==> src/shared/pmdb_pkg.sv <==
package pmdb_pkg;

   // Register byte offsets on the APB
   localparam logic [11:0] PMDB_OFS_CCP  = 12'h000;
   localparam logic [11:0] PMDB_OFS_SPI  = 12'h004;
   localparam logic [11:0] PMDB_OFS_DMA  = 12'h008;
   localparam logic [11:0] PMDB_OFS_CLC  = 12'h00C;

   // Implemented-bit masks, 16-bit registers
   localparam logic [15:0] PMDB_MASK_CCP = 16'h000F;
   localparam logic [15:0] PMDB_MASK_SPI = 16'h0001;
   localparam logic [15:0] PMDB_MASK_DMA = 16'h0030;
   localparam logic [15:0] PMDB_MASK_CLC = 16'h000C;

   // Field positions
   localparam int PMDB_BIT_CMP1  = 0;
   localparam int PMDB_BIT_CMP4  = 3;
   localparam int PMDB_BIT_SPI3  = 0;
   localparam int PMDB_BIT_DMA_L = 4;
   localparam int PMDB_BIT_DMA_U = 5;
   localparam int PMDB_BIT_CLC1  = 2;
   localparam int PMDB_BIT_CLC2  = 3;

   // Reset value of every gate register
   localparam logic [15:0] PMDB_RST_VAL  = 16'h0000;

   // Number of gate registers
   localparam int PMDB_NUM_REGS = 4;

   typedef struct packed {
      logic        psel;
      logic        penable;
      logic        pwrite;
      logic [11:0] paddr;
      logic [31:0] pwdata;
   } pmdb_apb_req_t;

   typedef struct packed {
      logic [3:0] cmp_unit_off;
      logic       serial_port3_off;
      logic       dma_ctrl_upper_off;
      logic       dma_ctrl_lower_off;
      logic       logic_cell2_off;
      logic       logic_cell1_off;
   } pmdb_gates_t;

endpackage

==> src/hw/pmdb_apb_decode.sv <==
`timescale 1ns/1ps
// APB address decode and write strobes for the gate bank
module pmdb_apb_decode
(
   // Request
   input  wire pmdb_pkg::pmdb_apb_req_t i_req,
   // Decode
   output logic [3:0]                   o_hit,
   output logic                         o_wr_stb,
   output logic                         o_mapped
);
   import pmdb_pkg::*;

   always_comb
   begin
      o_hit[0] = (i_req.paddr == PMDB_OFS_CCP);
      o_hit[1] = (i_req.paddr == PMDB_OFS_SPI);
      o_hit[2] = (i_req.paddr == PMDB_OFS_DMA);
      o_hit[3] = (i_req.paddr == PMDB_OFS_CLC);
      o_mapped = |o_hit;
      o_wr_stb = i_req.psel & i_req.penable & i_req.pwrite;
   end
endmodule

==> src/hw/pmdb_bank.sv <==
`timescale 1ns/1ps
// How it works
// - Gate register one, bits 3..0 turn off compare units four..one.
// - A one disables the module; zero keeps power and clock on.
// - Serial port register implements only bit 0, turning off port three.
// - Serial port register bits 15..1 always read zero.
// - DMA register bit 5 turns off the upper controller, channels 4-7.
// - DMA register bit 4 turns off the lower controller, channels 0-3.
// - A set DMA bit disables the whole controller; clear keeps it on.
// - Logic cell register bit 3 cell two, bit 2 cell one; bits 1..0 zero.
// - DMA register bits 15..6 and 3..0 always read zero.
module pmdb_bank
(
   // Clock and reset
   input  wire logic                   I_CLK,
   input  wire logic                   I_RST,
   // APB slave
   input  wire logic                   I_PSEL,
   input  wire logic                   I_PENABLE,
   input  wire logic                   I_PWRITE,
   input  wire logic [11:0]            I_PADDR,
   input  wire logic [31:0]            I_PWDATA,
   output logic      [31:0]            O_PRDATA,
   output logic                        O_PREADY,
   output logic                        O_PSLVERR,
   // Peripheral gates, high turns the module off
   output pmdb_pkg::pmdb_gates_t       O_GATES
);
   import pmdb_pkg::*;

   pmdb_apb_req_t req;
   logic [3:0]    hit;
   logic          wr_stb;
   logic          mapped;
   logic [15:0]   val_ccp;
   logic [15:0]   val_spi;
   logic [15:0]   val_dma;
   logic [15:0]   val_clc;
   logic [31:0]   prdata_ff;
   logic [31:0]   nxt_prdata;
   logic          pready_ff;
   logic          pslverr_ff;
   pmdb_gates_t   gates_ff;
   pmdb_gates_t   nxt_gates;
   logic          setup;
   logic          wr_commit;

   assign req.psel    = I_PSEL;
   assign req.penable = I_PENABLE;
   assign req.pwrite  = I_PWRITE;
   assign req.paddr   = I_PADDR;
   assign req.pwdata  = I_PWDATA;

   pmdb_apb_decode u_dec
   (
      .i_req    (req),
      .o_hit    (hit),
      .o_wr_stb (wr_stb),
      .o_mapped (mapped)
   );

   pmdb_gate_reg #(.MASK(PMDB_MASK_CCP)) u_ccp
   (
      .i_clk   (I_CLK),
      .i_rst   (I_RST),
      .i_we    (wr_commit & hit[0]),
      .i_wdata (I_PWDATA[15:0]),
      .o_value (val_ccp)
   );

   pmdb_gate_reg #(.MASK(PMDB_MASK_SPI)) u_spi
   (
      .i_clk   (I_CLK),
      .i_rst   (I_RST),
      .i_we    (wr_commit & hit[1]),
      .i_wdata (I_PWDATA[15:0]),
      .o_value (val_spi)
   );

   pmdb_gate_reg #(.MASK(PMDB_MASK_DMA)) u_dma
   (
      .i_clk   (I_CLK),
      .i_rst   (I_RST),
      .i_we    (wr_commit & hit[2]),
      .i_wdata (I_PWDATA[15:0]),
      .o_value (val_dma)
   );

   pmdb_gate_reg #(.MASK(PMDB_MASK_CLC)) u_clc
   (
      .i_clk   (I_CLK),
      .i_rst   (I_RST),
      .i_we    (wr_commit & hit[3]),
      .i_wdata (I_PWDATA[15:0]),
      .o_value (val_clc)
   );

   // Setup phase: answer is prepared for the access phase
   assign setup = I_PSEL & ~I_PENABLE;

   // Writes land only at the edge where ready is sampled high
   assign wr_commit = wr_stb & pready_ff;

   // Read mux, upper half and unimplemented bits zero
   always_comb
   begin
      nxt_prdata = 32'h0000_0000;
      if (hit[0])
         nxt_prdata = {16'h0000, val_ccp};
      else if (hit[1])
         nxt_prdata = {16'h0000, val_spi};
      else if (hit[2])
         nxt_prdata = {16'h0000, val_dma};
      else if (hit[3])
         nxt_prdata = {16'h0000, val_clc};
   end

   always_ff @(posedge I_CLK)
   begin
      if (I_RST)
         prdata_ff <= 32'h0000_0000;
      else if (setup && !I_PWRITE)
         prdata_ff <= nxt_prdata;
   end

   // Ready one cycle after setup, zero wait states in access
   always_ff @(posedge I_CLK)
   begin
      if (I_RST)
      begin
         pready_ff  <= 1'b0;
         pslverr_ff <= 1'b0;
      end
      else
      begin
         pready_ff  <= setup;
         pslverr_ff <= setup & ~mapped;
      end
   end

   // Gate outputs follow stored bits one cycle later
   always_comb
   begin
      nxt_gates.cmp_unit_off       = val_ccp[PMDB_BIT_CMP4:PMDB_BIT_CMP1];
      nxt_gates.serial_port3_off   = val_spi[PMDB_BIT_SPI3];
      nxt_gates.dma_ctrl_upper_off = val_dma[PMDB_BIT_DMA_U];
      nxt_gates.dma_ctrl_lower_off = val_dma[PMDB_BIT_DMA_L];
      nxt_gates.logic_cell2_off    = val_clc[PMDB_BIT_CLC2];
      nxt_gates.logic_cell1_off    = val_clc[PMDB_BIT_CLC1];
   end

   always_ff @(posedge I_CLK)
   begin
      if (I_RST)
         gates_ff <= '0;
      else
         gates_ff <= nxt_gates;
   end

   assign O_PRDATA  = prdata_ff;
   assign O_PREADY  = pready_ff;
   assign O_PSLVERR = pslverr_ff;
   assign O_GATES   = gates_ff;
endmodule

==> src/hw/pmdb_gate_reg.sv <==
`timescale 1ns/1ps
// One masked gate register; only bits set in MASK hold storage
module pmdb_gate_reg
#(
   parameter logic [15:0] MASK = 16'h0000
)
(
   // Clock and reset
   input  wire logic        i_clk,
   input  wire logic        i_rst,
   // Write side
   input  wire logic        i_we,
   input  wire logic [15:0] i_wdata,
   // Stored value
   output logic      [15:0] o_value
);
   import pmdb_pkg::*;

   logic [15:0] value_ff;

   always_ff @(posedge i_clk)
   begin
      if (i_rst)
         value_ff <= PMDB_RST_VAL;
      else if (i_we)
         value_ff <= i_wdata & MASK;
   end

   assign o_value = value_ff & MASK;
endmodule

==> config.mk <==
export PLATFORM = sky130hd
export DESIGN_NAME = pmdb_bank
export DESIGN_NICKNAME = d
export VERILOG_FILES = /design/src/shared/pmdb_pkg.sv /design/src/hw/pmdb_apb_decode.sv /design/src/hw/pmdb_bank.sv /design/src/hw/pmdb_gate_reg.sv
export SDC_FILE = /design/constraint.sdc
export NUM_CORES = 1
export LEC_CHECK = 0
export BUFFER_PORTS_ARGS = -buffer_cell sky130_fd_sc_hd__buf_2
export CORE_UTILIZATION = 40
export DETAILED_ROUTE_END_ITERATION = 8
export PLACE_DENSITY = 0.8
export REMOVE_ABC_BUFFERS = 1
export SLEW_MARGIN = 10
export SYNTH_ARGS = -nofsm -noshare
export SYNTH_HDL_FRONTEND = slang
export SYNTH_SLANG_ARGS = --single-unit
==> constraint.sdc <==
create_clock -name I_CLK -period 2.3 [get_ports I_CLK]
set_input_delay 0.23 -clock I_CLK [delete_from_list [all_inputs] [get_ports I_CLK]]
set_output_delay 0.23 -clock I_CLK [all_outputs]
set_load 0.05 [all_outputs]
Word level (Yosys, flattened, before mapping)
Index checks and enable logic that the tools add are counted. Widths: inputs -> output; s select.

Register bits: 52. Bits of input ports: 49. Logic and storage cells: 35. Output and inout port bits: 43.

Bitwise gates (word level): 11. Mux-type cells: 4. Equality and inequality tests: 3. Reductions and logical operators: 4.

Operators by type and width (count): $eq 12x4->1 const B (2); $mux 6 (3); $eq 12x3->1 const B (1); $logic_not 12->1 (1); $and 1x1->1 (9); $mux 4 (1); $reduce_or 4->1 (1); $not 1->1 (2); $logic_and 1x1->1 (1); $logic_not 1->1 (1).

Logic depth before layout (Yosys ltp)
Gate-level depths: netlist (run 1).

Depth after elaboration: 5. Mapped depth: 4. Gate-level depth less buffers: 3.

Hierarchy
Synthesis (run 1) repeated with hierarchy kept, for this count alone.

Cells, all modules: 291. Area total of the unflattened synthesis: 2484.9 um^2.

By module, submodules not included: pmdb_bank (area an instance 1660.3 um^2, cells an instance 191, times used 1, sequential area each 540.5 um^2); pmdb_gate_reg (u_clc ...) (area an instance 176.4 um^2, cells an instance 21, times used 2, sequential area each 40.0 um^2); pmdb_gate_reg (u_ccp) (area an instance 234.0 um^2, cells an instance 26, times used 1, sequential area each 80.1 um^2); pmdb_gate_reg (u_spi) (area an instance 150.1 um^2, cells an instance 19, times used 1, sequential area each 20.0 um^2); pmdb_apb_decode (area an instance 87.6 um^2, cells an instance 13, times used 1, sequential area each 0.0 um^2).

Least setup slack after synthesis (run 1)
Ideal clock, no wire load.

Kind: reg-to-reg. From: register pready_ff, in the netlist O_PREADY. To: register u_ccp.value_ff[1]. Library setup time: 121 ps. Buffers on the path: 0. Stages on the path, launching flop included: 4. Period minus slack after synthesis: 1772 ps. Slack: 528 ps. Data arrival time: 1651 ps. Data required time: 2179 ps. Path through: dfxtp_1 > nand4_1 > nor4_4 > mux2_4.

Cells in the longest elaborated chain, start to end: 2.

RTL lines: from (decl) (line pmdb_bank.sv:41) `logic pready_ff;`; from (signal assigned) (line pmdb_bank.sv:136) `pready_ff <= setup;`; $and 1x1->1 (line pmdb_bank.sv:102) `assign wr_commit = wr_stb & pready_ff;`; $and 1x1->1 (line pmdb_bank.sv:66) `.i_we (wr_commit & hit[0]),`; to (signal assigned) (line pmdb_gate_reg.sv:26) `value_ff <= i_wdata & MASK;`; to (decl) (line pmdb_gate_reg.sv:19) `logic [15:0] value_ff;`.

No other way between the ends. A chain may end at the register's enable or synchronous reset.

Worst setup path after layout (run 1)
Ends and elaborated chain as after synthesis.

==> results of run 1 <==
-- cells in the final DEF, fill, tap and decap left out, types with 3 or more instances in the layout --
master	count
sky130_fd_sc_hd__buf_2	39
sky130_fd_sc_hd__dfxtp_1	26
sky130_fd_sc_hd__conb_1	26
sky130_fd_sc_hd__nand2b_1	9
sky130_fd_sc_hd__mux2i_1	7
sky130_fd_sc_hd__o2bb2ai_1	6
sky130_fd_sc_hd__inv_1	6
sky130_fd_sc_hd__nor2b_1	6
sky130_fd_sc_hd__nor2_1	3
sky130_fd_sc_hd__or4_4	3
sky130_fd_sc_hd__or4b_2	3
sky130_fd_sc_hd__nand4_1	3
sky130_fd_sc_hd__clkbuf_4	3
-- power breakdown --
part / internal [mW] / switching, mW / leakage [nW]
clock: 0.0967 / 0.128 / 0.0210
sequential: 0.452 / 0.000435 / 0.210
combinational: 0.0261 / 0.124 / 0.445
-- cells in the mapped netlist, drive strengths merged --
master,number,share of area
a22oi,2,0.012
and2,2,0.010
buf,27,0.17
clkbuf,1,0.0030
conb,1,0.0030
dfxtp,26,0.42
inv,6,0.018
mux2,3,0.030
mux2i,7,0.056
nand2b,9,0.045
nand4,3,0.015
nand4b,1,0.0070
nor2,3,0.0090
nor2b,6,0.030
nor3b,2,0.012
nor4,4,0.042
o2bb2ai,6,0.042
or2,2,0.010
or3,1,0.0060
or4,4,0.033
or4b,3,0.024
or4bb,1,0.0090
-- logic make-up after synthesis --
| group | after synthesis |
|---|---|
| buf+inv | 34 |
| mux | 10 |
| flops | 26 |
| other cells | 1 |
| simple gates | 41 |
| compound gates | 8 |
-- worst register-to-register path, cell delays in order (launching register included) --
cell	delay, ns
sky130_fd_sc_hd__dfxtp_1	0.35
sky130_fd_sc_hd__nand4_1	0.27
sky130_fd_sc_hd__nor4_4	0.51
sky130_fd_sc_hd__mux2_4	0.34
-- worst max-delay path by stage --
stage                from                end  cells past startpoint
6_report         O_PREADY  u_ccp.value_ff[1]                      3
5_1_grt          O_PREADY  u_ccp.value_ff[1]                      3
2_1_floorplan    O_PREADY  u_ccp.value_ff[1]                      3
3_5_place_dp   I_PADDR[9]  u_ccp.value_ff[1]                      4
3_3_place_gp   I_PADDR[9]  u_ccp.value_ff[1]                      4
4_1_cts          O_PREADY  u_ccp.value_ff[1]                      3
-- cell type report --
type | instances | area, sq um
sequential | 26 | 520.5
inverter | 6 | 22.52
timing repair buffer | 39 | 195.2
fill | 262 | 1451
tap | 31 | 38.79
multi-input combinational | 85 | 588.1
clock buffer | 4 | 36.28
-- state kept, by name, indices dropped and copies added (netlist names) --
register / cells
O_PRDATA: 6
u_ccp.value_ff: 4
O_PSLVERR: 1
u_spi.value_ff: 1
O_PREADY: 1
O_GATES: 9
u_dma.value_ff: 2
u_clc.value_ff: 2
-- per-layer routing --
metal	vias to the layer above	wire, microns	global-route usage
met5	-	0	0
met4	0	19	0.03061
met3	2	137	0.03348
met1	415	969	0.1836
li1	446	-	-
met2	41	1088	0.2365
-- metrics by stage --
| step | utilization | cells |
|---|---|---|
| 2_1_floorplan | - | 117 |
| 3_3_place_gp | 0.4785 | 187 |
| 3_5_place_dp | 0.4785 | 187 |
| 4_1_cts | 0.4912 | 191 |
| 5_1_grt | 0.4912 | 191 |
| 6_report | 0.4912 | 191 |
==> results.py, run 1 <==
metrics = {
    "critical_path": {
        "worstPathRequired_ns": 2.52,
        "crit_path_start_kind": "register",
        "cp.arrival_ns": 1.79,
        "cp.buffers_inverters": 0,
        "worstPathMaxFanout": 4,
        "setup.worst_path.class": "register to register",
        "regToRegStartpoint": "O_PREADY",
        "r2r_slack_ns": 0.73,
        "critPathMaxStageDelay_ns": 0.51,
        "path_cells": "nand4_1 > nor4_4 > mux2_4",
        "cpLargestDelayFamily": "simple AND/OR/NAND/NOR gates",
        "worstReg2RegEnd": "u_ccp.value_ff[1]",
        "worst_path_max_delay_cell": "sky130_fd_sc_hd__nor4_4",
        "worst_r2r_path_depth": 3,
        "worst_setup_path_end_kind": "register",
    },
    "detailed_routing": {
        "drt_wl_total_mm": 2.213,
        "detail_route.iter0.violations": 14,
        "detail_route.wl_per_cell_microns": 11.59,
        "drc_errors": 5,
        "route.detailed.vias_per_inst": 4.733,
        "drtAntennaViolNets": 0,
        "routed-via-count": 904,
        "firstDrtPassIters": 6,
    },
    "synth": {
        "synth_compound_gate_area_share": 0.05416,
        "ys_ff_latch": 26,
        "syn-mean-instance-area_sq_um": 10.40,
        "synth.yosys.seq_area_share": 0.4173,
        "synthSimpleGateAreaFrac": 0.2528,
        "synthXorXnorAreaFrac": 0,
        "synth_top_family_by_area": "simple AND/OR/NAND/NOR gates",
        "synth_warnings": 0,
        "synth-adder-area-share": 0,
        "synthesis.area_sq_um": 1247,
        "netlist-cell-type-count": 27,
        "syn-instance-count": 120,
        "synth.mux.area_fraction": 0.08626,
    },
    "global_routing": {
        "first_global_vias": 828,
        "grt_first_pass_wirelength_mm": 3.691,
        "grt.total_usage": 0.1406,
        "grt_max_degree": 20,
        "total_congestion_overflow": 0,
        "initial_antenna_violation_count": 0,
    },
    "floorplan": {
        "floorplan.die_area_sq_um": 3346,
        "chipWidth_microns": 57.85,
        "die_height_microns": 57.85,
        "rows": 19,
        "starting_density": 0.4373,
        "core-area_sq_um": 2853,
        "io_pins": 92,
    },
    "min_path": {
        "timing.hold.worst.start": "I_PENABLE",
        "hold_class": "input pin to register",
        "hold-path-endpoint": "O_PREADY",
        "hold_path_depth": 2,
    },
    "sta": {
        "maximum_achievable_frequency_mhz": 637.7,
        "worst_hold_slack_ns": 0.1130,
        "timing.final.ws_setup_ns": 0.7319,
        "timing.final.max_slew_violations": 0,
        "finalCritPeriodShare": 0.6818,
        "setup_tns_ns": 0,
        "final.setup_skew_ns": 0.004098,
        "report.final.hold_viol_count": 0,
        "setup_repair_after_global_routing_missed_its_margin": "false",
        "finalWorstPathRequiredPeriod_ns": 1.568,
        "setup_violators_final": 0,
    },
    "clock_network": {
        "cts_hold_buffers": 0,
        "clockBufferDepth": 2,
        "htree_levels": 1,
        "cts_tree": "built",
        "clk_latency_ns": 0.31,
        "clkTransAtPathRegs_ns": 0.13,
        "clock_tree.root_cell": "sky130_fd_sc_hd__clkbuf_4",
        "post_cts_buffers": 0,
        "ctsResizeCount": 0,
        "cts_sinks": 26,
        "cts_inserted_buffers": 3,
    },
    "final_layout": {
        "areaGrowthSynthToFinish_pct": 12.34,
        "layout-drive-gt1-share": 0.3625,
        "fin_nets": 210,
        "post-route-cell-area_sq_um": 1401,
        "diodes": 0,
    },
    "place": {
        "buffer_ports.inserted": 39,
        "place_worst_setup_slack_ns": 0.3910,
        "dp_hpwl_mm": 1.717,
        "place.gp.congestion": 0.8274,
        "placed_cell_area_sq_um": 1365,
    },
    "pwr": {
        "peakVddDrop_mv": 0.2889,
        "static-leakage-power_nw": 0.6758,
        "power_density_nw_per_um2": 590.2,
        "power_mw": 0.8270,
    },
    "outcome": {
        "status": "complete, but fails checks",
        "violations": "design-rule violations",
    },
    "job": {
        "timing.max_cap.violations": 0,
    },
}
(Power assumes the default switching activity.)
==> run 2, diff against run 1 <==
ABC_AREA = 1   (was unset)
clock period = 1.54 ns   (was 2.3 ns; I/O delays follow)
==> results.py, run 2 <==
metrics = {
    "pwr": {
        "share_seq_of_total_power": 0.489,
        "cell_internal_pwr_mw": 0.9810,
        "power.share.clock": 0.335,
        "power_mw": 1.396,
        "combPwrFrac": 0.175,
        "static-leakage-power_nw": 0.7784,
        "peakVddDrop_mv": 0.7085,
        "power_density_nw_per_um2": 985.6,
        "power.share.switching": 0.2972,
        "switching_power_mw": 0.4149,
    },
    "final_layout": {
        "diodes": 0,
        "layout.cells.most_common": "sky130_fd_sc_hd__buf_2",
        "layout-drive-gt1-share": 0.2429,
        "post-route-cell-area_sq_um": 1416,
        "final-instance-count-excl-fill": 241,
        "final_core_util": 0.4965,
        "nFillCells": 294,
        "largest_register_ffs": 9,
        "areaGrowthSynthToFinish_pct": 14.11,
        "most-common-layout-cells": "39 x sky130_fd_sc_hd__buf_2, 35 x sky130_fd_sc_hd__nor2_1, 29 x sky130_fd_sc_hd__nand2_1",
        "fin_nets": 260,
    },
    "clock_network": {
        "cts_hold_buffers": 0,
        "clock_tree.root_cell": "sky130_fd_sc_hd__clkbuf_4",
        "clk_latency_ns": 0.33,
        "cts_inserted_buffers": 3,
        "cts_sinks": 26,
        "htree_levels": 1,
        "ctsResizeCount": 0,
        "clockBufferDepth": 2,
        "clkTransAtPathRegs_ns": 0.15,
        "post_cts_buffers": 0,
        "cts_tree": "built",
    },
    "floorplan": {
        "starting_density": 0.4351,
        "die_height_microns": 57.71,
        "io_pins": 92,
        "floorplan.die_area_sq_um": 3330,
        "chipWidth_microns": 57.71,
        "rows": 19,
        "core-area_sq_um": 2853,
    },
    "place": {
        "place_worst_setup_slack_ns": 0.2962,
        "dp.cells": 237,
        "buffer_ports.inserted": 39,
        "dp_hpwl_mm": 1.695,
        "placed_cell_area_sq_um": 1364,
        "place.gp.congestion": 0.7407,
    },
    "sta": {
        "finalWorstPathRequiredPeriod_ns": 1.140,
        "report.final.hold_viol_count": 0,
        "setup_tns_ns": 0,
        "maximum_achievable_frequency_mhz": 877.0,
        "finalCritPeriodShare": 0.7405,
        "setup_repair_after_global_routing_missed_its_margin": "false",
        "timing.final.ws_setup_ns": 0.3997,
        "setup_violators_final": 0,
        "worst_hold_slack_ns": 0.03918,
        "timing.final.max_slew_violations": 0,
        "final.setup_skew_ns": 0.01276,
    },
    "synth": {
        "synth_warnings": 0,
        "synthesis.area_sq_um": 1241,
        "dominant_synthesized_flop_cell": "sky130_fd_sc_hd__dfxtp_1",
        "syn-mean-instance-area_sq_um": 7.301,
        "synth-edff-count": 0,
        "synth_common_cells": "35 x sky130_fd_sc_hd__nor2_1, 29 x sky130_fd_sc_hd__nand2_1, 26 x sky130_fd_sc_hd__buf_4, 26 x sky130_fd_sc_hd__dfxtp_1, 19 x sky130_fd_sc_hd__inv_1",
        "yosysMostFrequentCell": "sky130_fd_sc_hd__nor2_1",
        "netlist_top_cells_area": "sky130_fd_sc_hd__dfxtp_1 42%, sky130_fd_sc_hd__buf_4 16%, sky130_fd_sc_hd__nor2_1 11%",
        "netlist.top_cell.by_area": "sky130_fd_sc_hd__dfxtp_1",
        "ys_ff_latch": 26,
        "synth.yosys.seq_area_share": 0.4194,
        "yosysTopAreaCellShare": 0.4194,
        "syn-instance-count": 170,
        "netlist-cell-type-count": 19,
        "async_reset_ff_frac": 0,
    },
    "global_routing": {
        "grt_first_pass_wirelength_mm": 3.643,
        "initial_antenna_violation_count": 0,
        "total_congestion_overflow": 0,
        "first_global_vias": 883,
        "grt.total_usage": 0.1428,
        "grt_max_degree": 16,
    },
    "min_path": {
        "hold_class": "input pin to register",
    },
    "critical_path": {
        "crit_path_start_kind": "register",
        "worst_path_max_delay_cell": "sky130_fd_sc_hd__dfxtp_1",
        "cp.arrival_ns": 1.41,
        "worstPathRequired_ns": 1.80,
        "path_cells": "nand2_1 > nor2_2 > nand3_2 > nand2_1 > nand2_1 > nor2_1",
        "most_frequent_cell_on_the_critical_path": "sky130_fd_sc_hd__nand2_1",
        "worst_setup_path_end_kind": "register",
        "setup.worst_path.class": "register to register",
        "worstPathMaxFanout": 8,
        "cpLargestDelayFamily": "simple AND/OR/NAND/NOR gates",
        "critPathMaxStageDelay_ns": 0.35,
        "cp.buffers_inverters": 0,
    },
    "detailed_routing": {
        "routed-via-count": 1044,
        "detail_route.wl_per_cell_microns": 9.041,
        "drc_errors": 3,
        "detail_route.iter0.violations": 30,
        "route.detailed.vias_per_inst": 4.332,
        "drtAntennaViolNets": 0,
        "firstDrtPassIters": 6,
        "drt_wl_total_mm": 2.179,
    },
    "outcome": {
        "violations": "design-rule violations",
        "status": "complete, but fails checks",
    },
    "job": {
        "timing.max_cap.violations": 0,
    },
}
-- run 2: cell types whose count changed in the layout (fill, tap and decap cells not counted), sizes merged, moves of 4 or more --
| cell | before | now |
|---|---|---|
| inv | 6 | 19 |
| mux2i | 7 | 0 |
| nand2 | 0 | 30 |
| nand2b | 9 | 0 |
| nand3 | 0 | 14 |
| nor2 | 3 | 39 |
| nor2b | 6 | 0 |
| nor4 | 4 | 0 |
| o2bb2ai | 6 | 0 |
| or4 | 4 | 0 |
-- run 2: cell type report --
class	count	area (sq um)	area share
clock buffer	3	22.52	0.01590
clock inverter	1	30.03	0.02120
inverter	19	71.32	0.05035
multi-input combinational	120	523.0	0.3693
sequential	26	520.5	0.3675
tap	31	38.79	0.02739
timing repair buffer	41	210.2	0.1484
-- run 2: worst min-delay path, delay by kind of cell --
family	cells	cell delay, ns
AND/OR/NAND/NOR	2	0.11
buffers and inverters	1	0.08
-- run 2: final timing paths --
check                           end  slack [ns]              start  cells past startpoint
hold reg to reg          O_GATES[6]        0.46  u_ccp.value_ff[1]                      2
setup reg to reg  u_ccp.value_ff[2]        0.40           O_PREADY                      6
setup / recovery  u_ccp.value_ff[2]        0.40           O_PREADY                      6
hold / removal    u_dma.value_ff[4]        0.04        I_PWDATA[4]                      3
-- run 2: cell families after synthesis --
logic type / after synthesis / share of synthesized area
AND/OR/NAND/NOR: 86 / 0.3024
buffers and inverters: 49 / 0.2349
AO/OA/AOI/OAI: 8 / 0.04032
flip-flops: 26 / 0.4194
other: 1 / 0.003021
-- run 2: routing by layer --
layer / wire, microns / GRT usage / up-vias
li1: - / - / 547
met3: 129 / 0.04911 / 2
met2: 1110 / 0.2591 / 34
met4: 10 / 0.04082 / 0
met5: 0 / 0 / -
met1: 929 / 0.1580 / 461
-- run 2: power groups by stage --
stage | Combinational [mW] | Clock (mW) | Sequential, mW
floorplan | 0.168 | 0 | 0.722
global placement | 0.242 | 0 | 0.697
detailed placement | 0.244 | 0 | 0.698
CTS | 0.244 | 0.476 | 0.683
global route | 0.260 | 0.507 | 0.684
finish | 0.245 | 0.468 | 0.683
==> run 3, diff against run 2 <==
clock period = 1.1 ns   (was 1.54 ns; I/O delays follow)
==> results.py, run 3 (synthesis results as in run 2) <==
metrics = {
    "outcome": {
        "status": "complete, but fails checks",
        "violations": "design-rule violations",
    },
    "floorplan": {
        "io_pins": 92,
        "starting_density": 0.4351,
        "floorplan.die_area_sq_um": 3330,
        "die_height_microns": 57.71,
        "core-area_sq_um": 2853,
        "rows": 19,
        "chipWidth_microns": 57.71,
    },
    "final_layout": {
        "post-route-cell-area_sq_um": 1504,
        "final_core_util": 0.5272,
        "area_of_the_multi_input_gates_sq_um": 550.5,
        "layout-drive-gt1-share": 0.2831,
        "layout.cells.most_common": "sky130_fd_sc_hd__buf_2",
        "final-seq-area_sq_um": 521.8,
        "areaGrowthSynthToFinish_pct": 21.17,
        "most-common-layout-cells": "39 x sky130_fd_sc_hd__buf_2, 35 x sky130_fd_sc_hd__nor2_1, 27 x sky130_fd_sc_hd__nand2_1",
        "largest_register_ffs": 9,
        "diodes": 0,
        "nFillCells": 291,
        "final-instance-count-excl-fill": 250,
        "fin_nets": 269,
    },
    "pwr": {
        "cell_internal_pwr_mw": 1.220,
        "power.share.switching": 0.3169,
        "switching_power_mw": 0.5663,
        "static-leakage-power_nw": 0.8152,
        "combPwrFrac": 0.202,
        "power_density_nw_per_um2": 1188,
        "share_seq_of_total_power": 0.535,
        "power_mw": 1.787,
        "power.share.clock": 0.263,
        "peakVddDrop_mv": 1.252,
    },
    "min_path": {
        "hold_path_depth": 3,
        "hold-path-endpoint": "u_clc.value_ff[3]",
        "timing.hold.worst.start": "I_PWDATA[3]",
        "hold_class": "input pin to register",
    },
    "sta": {
        "finalWorstPathRequiredPeriod_ns": 1.069,
        "maximum_achievable_frequency_mhz": 935.1,
        "setup_violators_final": 0,
        "report.final.hold_viol_count": 0,
        "finalCritPeriodShare": 0.9722,
        "timing.final.max_slew_violations": 0,
        "setup_repair_after_global_routing_missed_its_margin": "true",
        "worst_hold_slack_ns": 0.02722,
        "setup_tns_ns": 0,
        "final.setup_skew_ns": 0.005189,
        "timing.final.ws_setup_ns": 0.03056,
    },
    "place": {
        "dp_hpwl_mm": 1.715,
        "buffer_ports.inserted": 39,
        "place.gp.congestion": 0.7369,
        "placed_cell_area_sq_um": 1409,
        "place_worst_setup_slack_ns": -0.01930,
        "dp.cells": 243,
    },
    "detailed_routing": {
        "drt_wl_total_mm": 2.210,
        "routed-via-count": 1059,
        "firstDrtPassIters": 8,
        "route.detailed.vias_per_inst": 4.236,
        "detail_route.wl_per_cell_microns": 8.840,
        "detail_route.iter0.violations": 27,
        "drc_errors": 2,
        "drtAntennaViolNets": 0,
    },
    "clock_network": {
        "cts_tree": "built",
        "cts_sinks": 26,
        "cts_inserted_buffers": 3,
        "post_cts_buffers": 0,
        "clock_tree.root_cell": "sky130_fd_sc_hd__clkbuf_4",
        "clockBufferDepth": 2,
        "clkTransAtPathRegs_ns": 0.13,
        "clk_latency_ns": 0.32,
        "htree_levels": 1,
    },
    "critical_path": {
        "r2r_slack_ns": 0.06,
        "setup.worst_path.class": "register to output pin",
        "worstReg2RegEnd": "u_ccp.value_ff[1]",
        "worst_r2r_path_depth": 6,
        "worstPathRequired_ns": 0.99,
        "path_cells": "buf_2",
        "cp.arrival_ns": 0.96,
        "cp.buffers_inverters": 1,
        "crit_path_start_kind": "register",
        "critPathMaxStageDelay_ns": 0.37,
        "regToRegStartpoint": "O_PREADY",
        "worst_setup_path_end_kind": "output pin",
        "worst_path_max_delay_cell": "sky130_fd_sc_hd__dfxtp_1",
        "cpLargestDelayFamily": "flip-flops",
        "worstPathMaxFanout": 2,
    },
    "global_routing": {
        "grt_first_pass_wirelength_mm": 3.781,
        "grt_max_degree": 15,
        "grt.total_usage": 0.1451,
        "total_congestion_overflow": 0,
        "initial_antenna_violation_count": 0,
        "first_global_vias": 944,
    },
    "job": {
        "timing.max_cap.violations": 0,
    },
}
[run 3: changes by cell type in the layout (fill, tap and decap cells not counted), moves of 2 or more]
cell	delta
sky130_fd_sc_hd__dlygate4sd3_1	+3
sky130_fd_sc_hd__nand2_1	-2
sky130_fd_sc_hd__nand3_1	-2
sky130_fd_sc_hd__buf_4	+6
sky130_fd_sc_hd__nand2_2	+2
[run 3: per-layer routing]
metal  share of wire  global-route usage
met5               0                   0
met4          0.0081             0.04082
met3           0.066             0.04911
met2            0.48              0.2558
met1            0.45              0.1676
[run 3: area by class of cell]
cell class                      count  area share
Inverter                           19     0.04742
Clock buffer                        4     0.02413
Timing Repair Buffer               50      0.1897
Multi-Input combinational cell    120      0.3661
Sequential cell                    26      0.3469
Tap cell                           31     0.02579
[run 3: power by group through the flow]
stage / sequential [mW] / clock (mW) / combinational, mW
CTS: 0.956 / 0.487 / 0.356
global route: 0.957 / 0.519 / 0.385
finish: 0.956 / 0.470 / 0.361
global placement: 0.976 / 0 / 0.346
detailed placement: 0.976 / 0 / 0.349
floorplan: 1.01 / 0 / 0.236
[run 3: worst max-delay path by stage]
stage	from	to	slack, ns	cells past startpoint
4_1_cts	O_PRDATA[3]	O_PRDATA[3]	0.03	1
3_3_place_gp	O_PREADY	u_ccp.value_ff[1]	0.03	5
3_5_place_dp	O_PREADY	u_ccp.value_ff[3]	-0.02	6
6_report	O_PRDATA[3]	O_PRDATA[3]	0.03	1
5_1_grt	O_PREADY	u_ccp.value_ff[1]	-0.04	6
2_1_floorplan	O_PREADY	u_ccp.value_ff[0]	-0.24	5
[run 3: what timing repair did]
action,in CTS,in global routing
resized for setup,2,5
hold endpoints to repair,2,1
hold buffers,2,1
setup endpoints to repair,6,6
pin swaps,0,2
[run 3: worst min-delay path: cells and delay by family]
family | cells | cell delay, ns
AND/OR/NAND/NOR | 2 | 0.12
buffers and inverters | 1 | 0.09
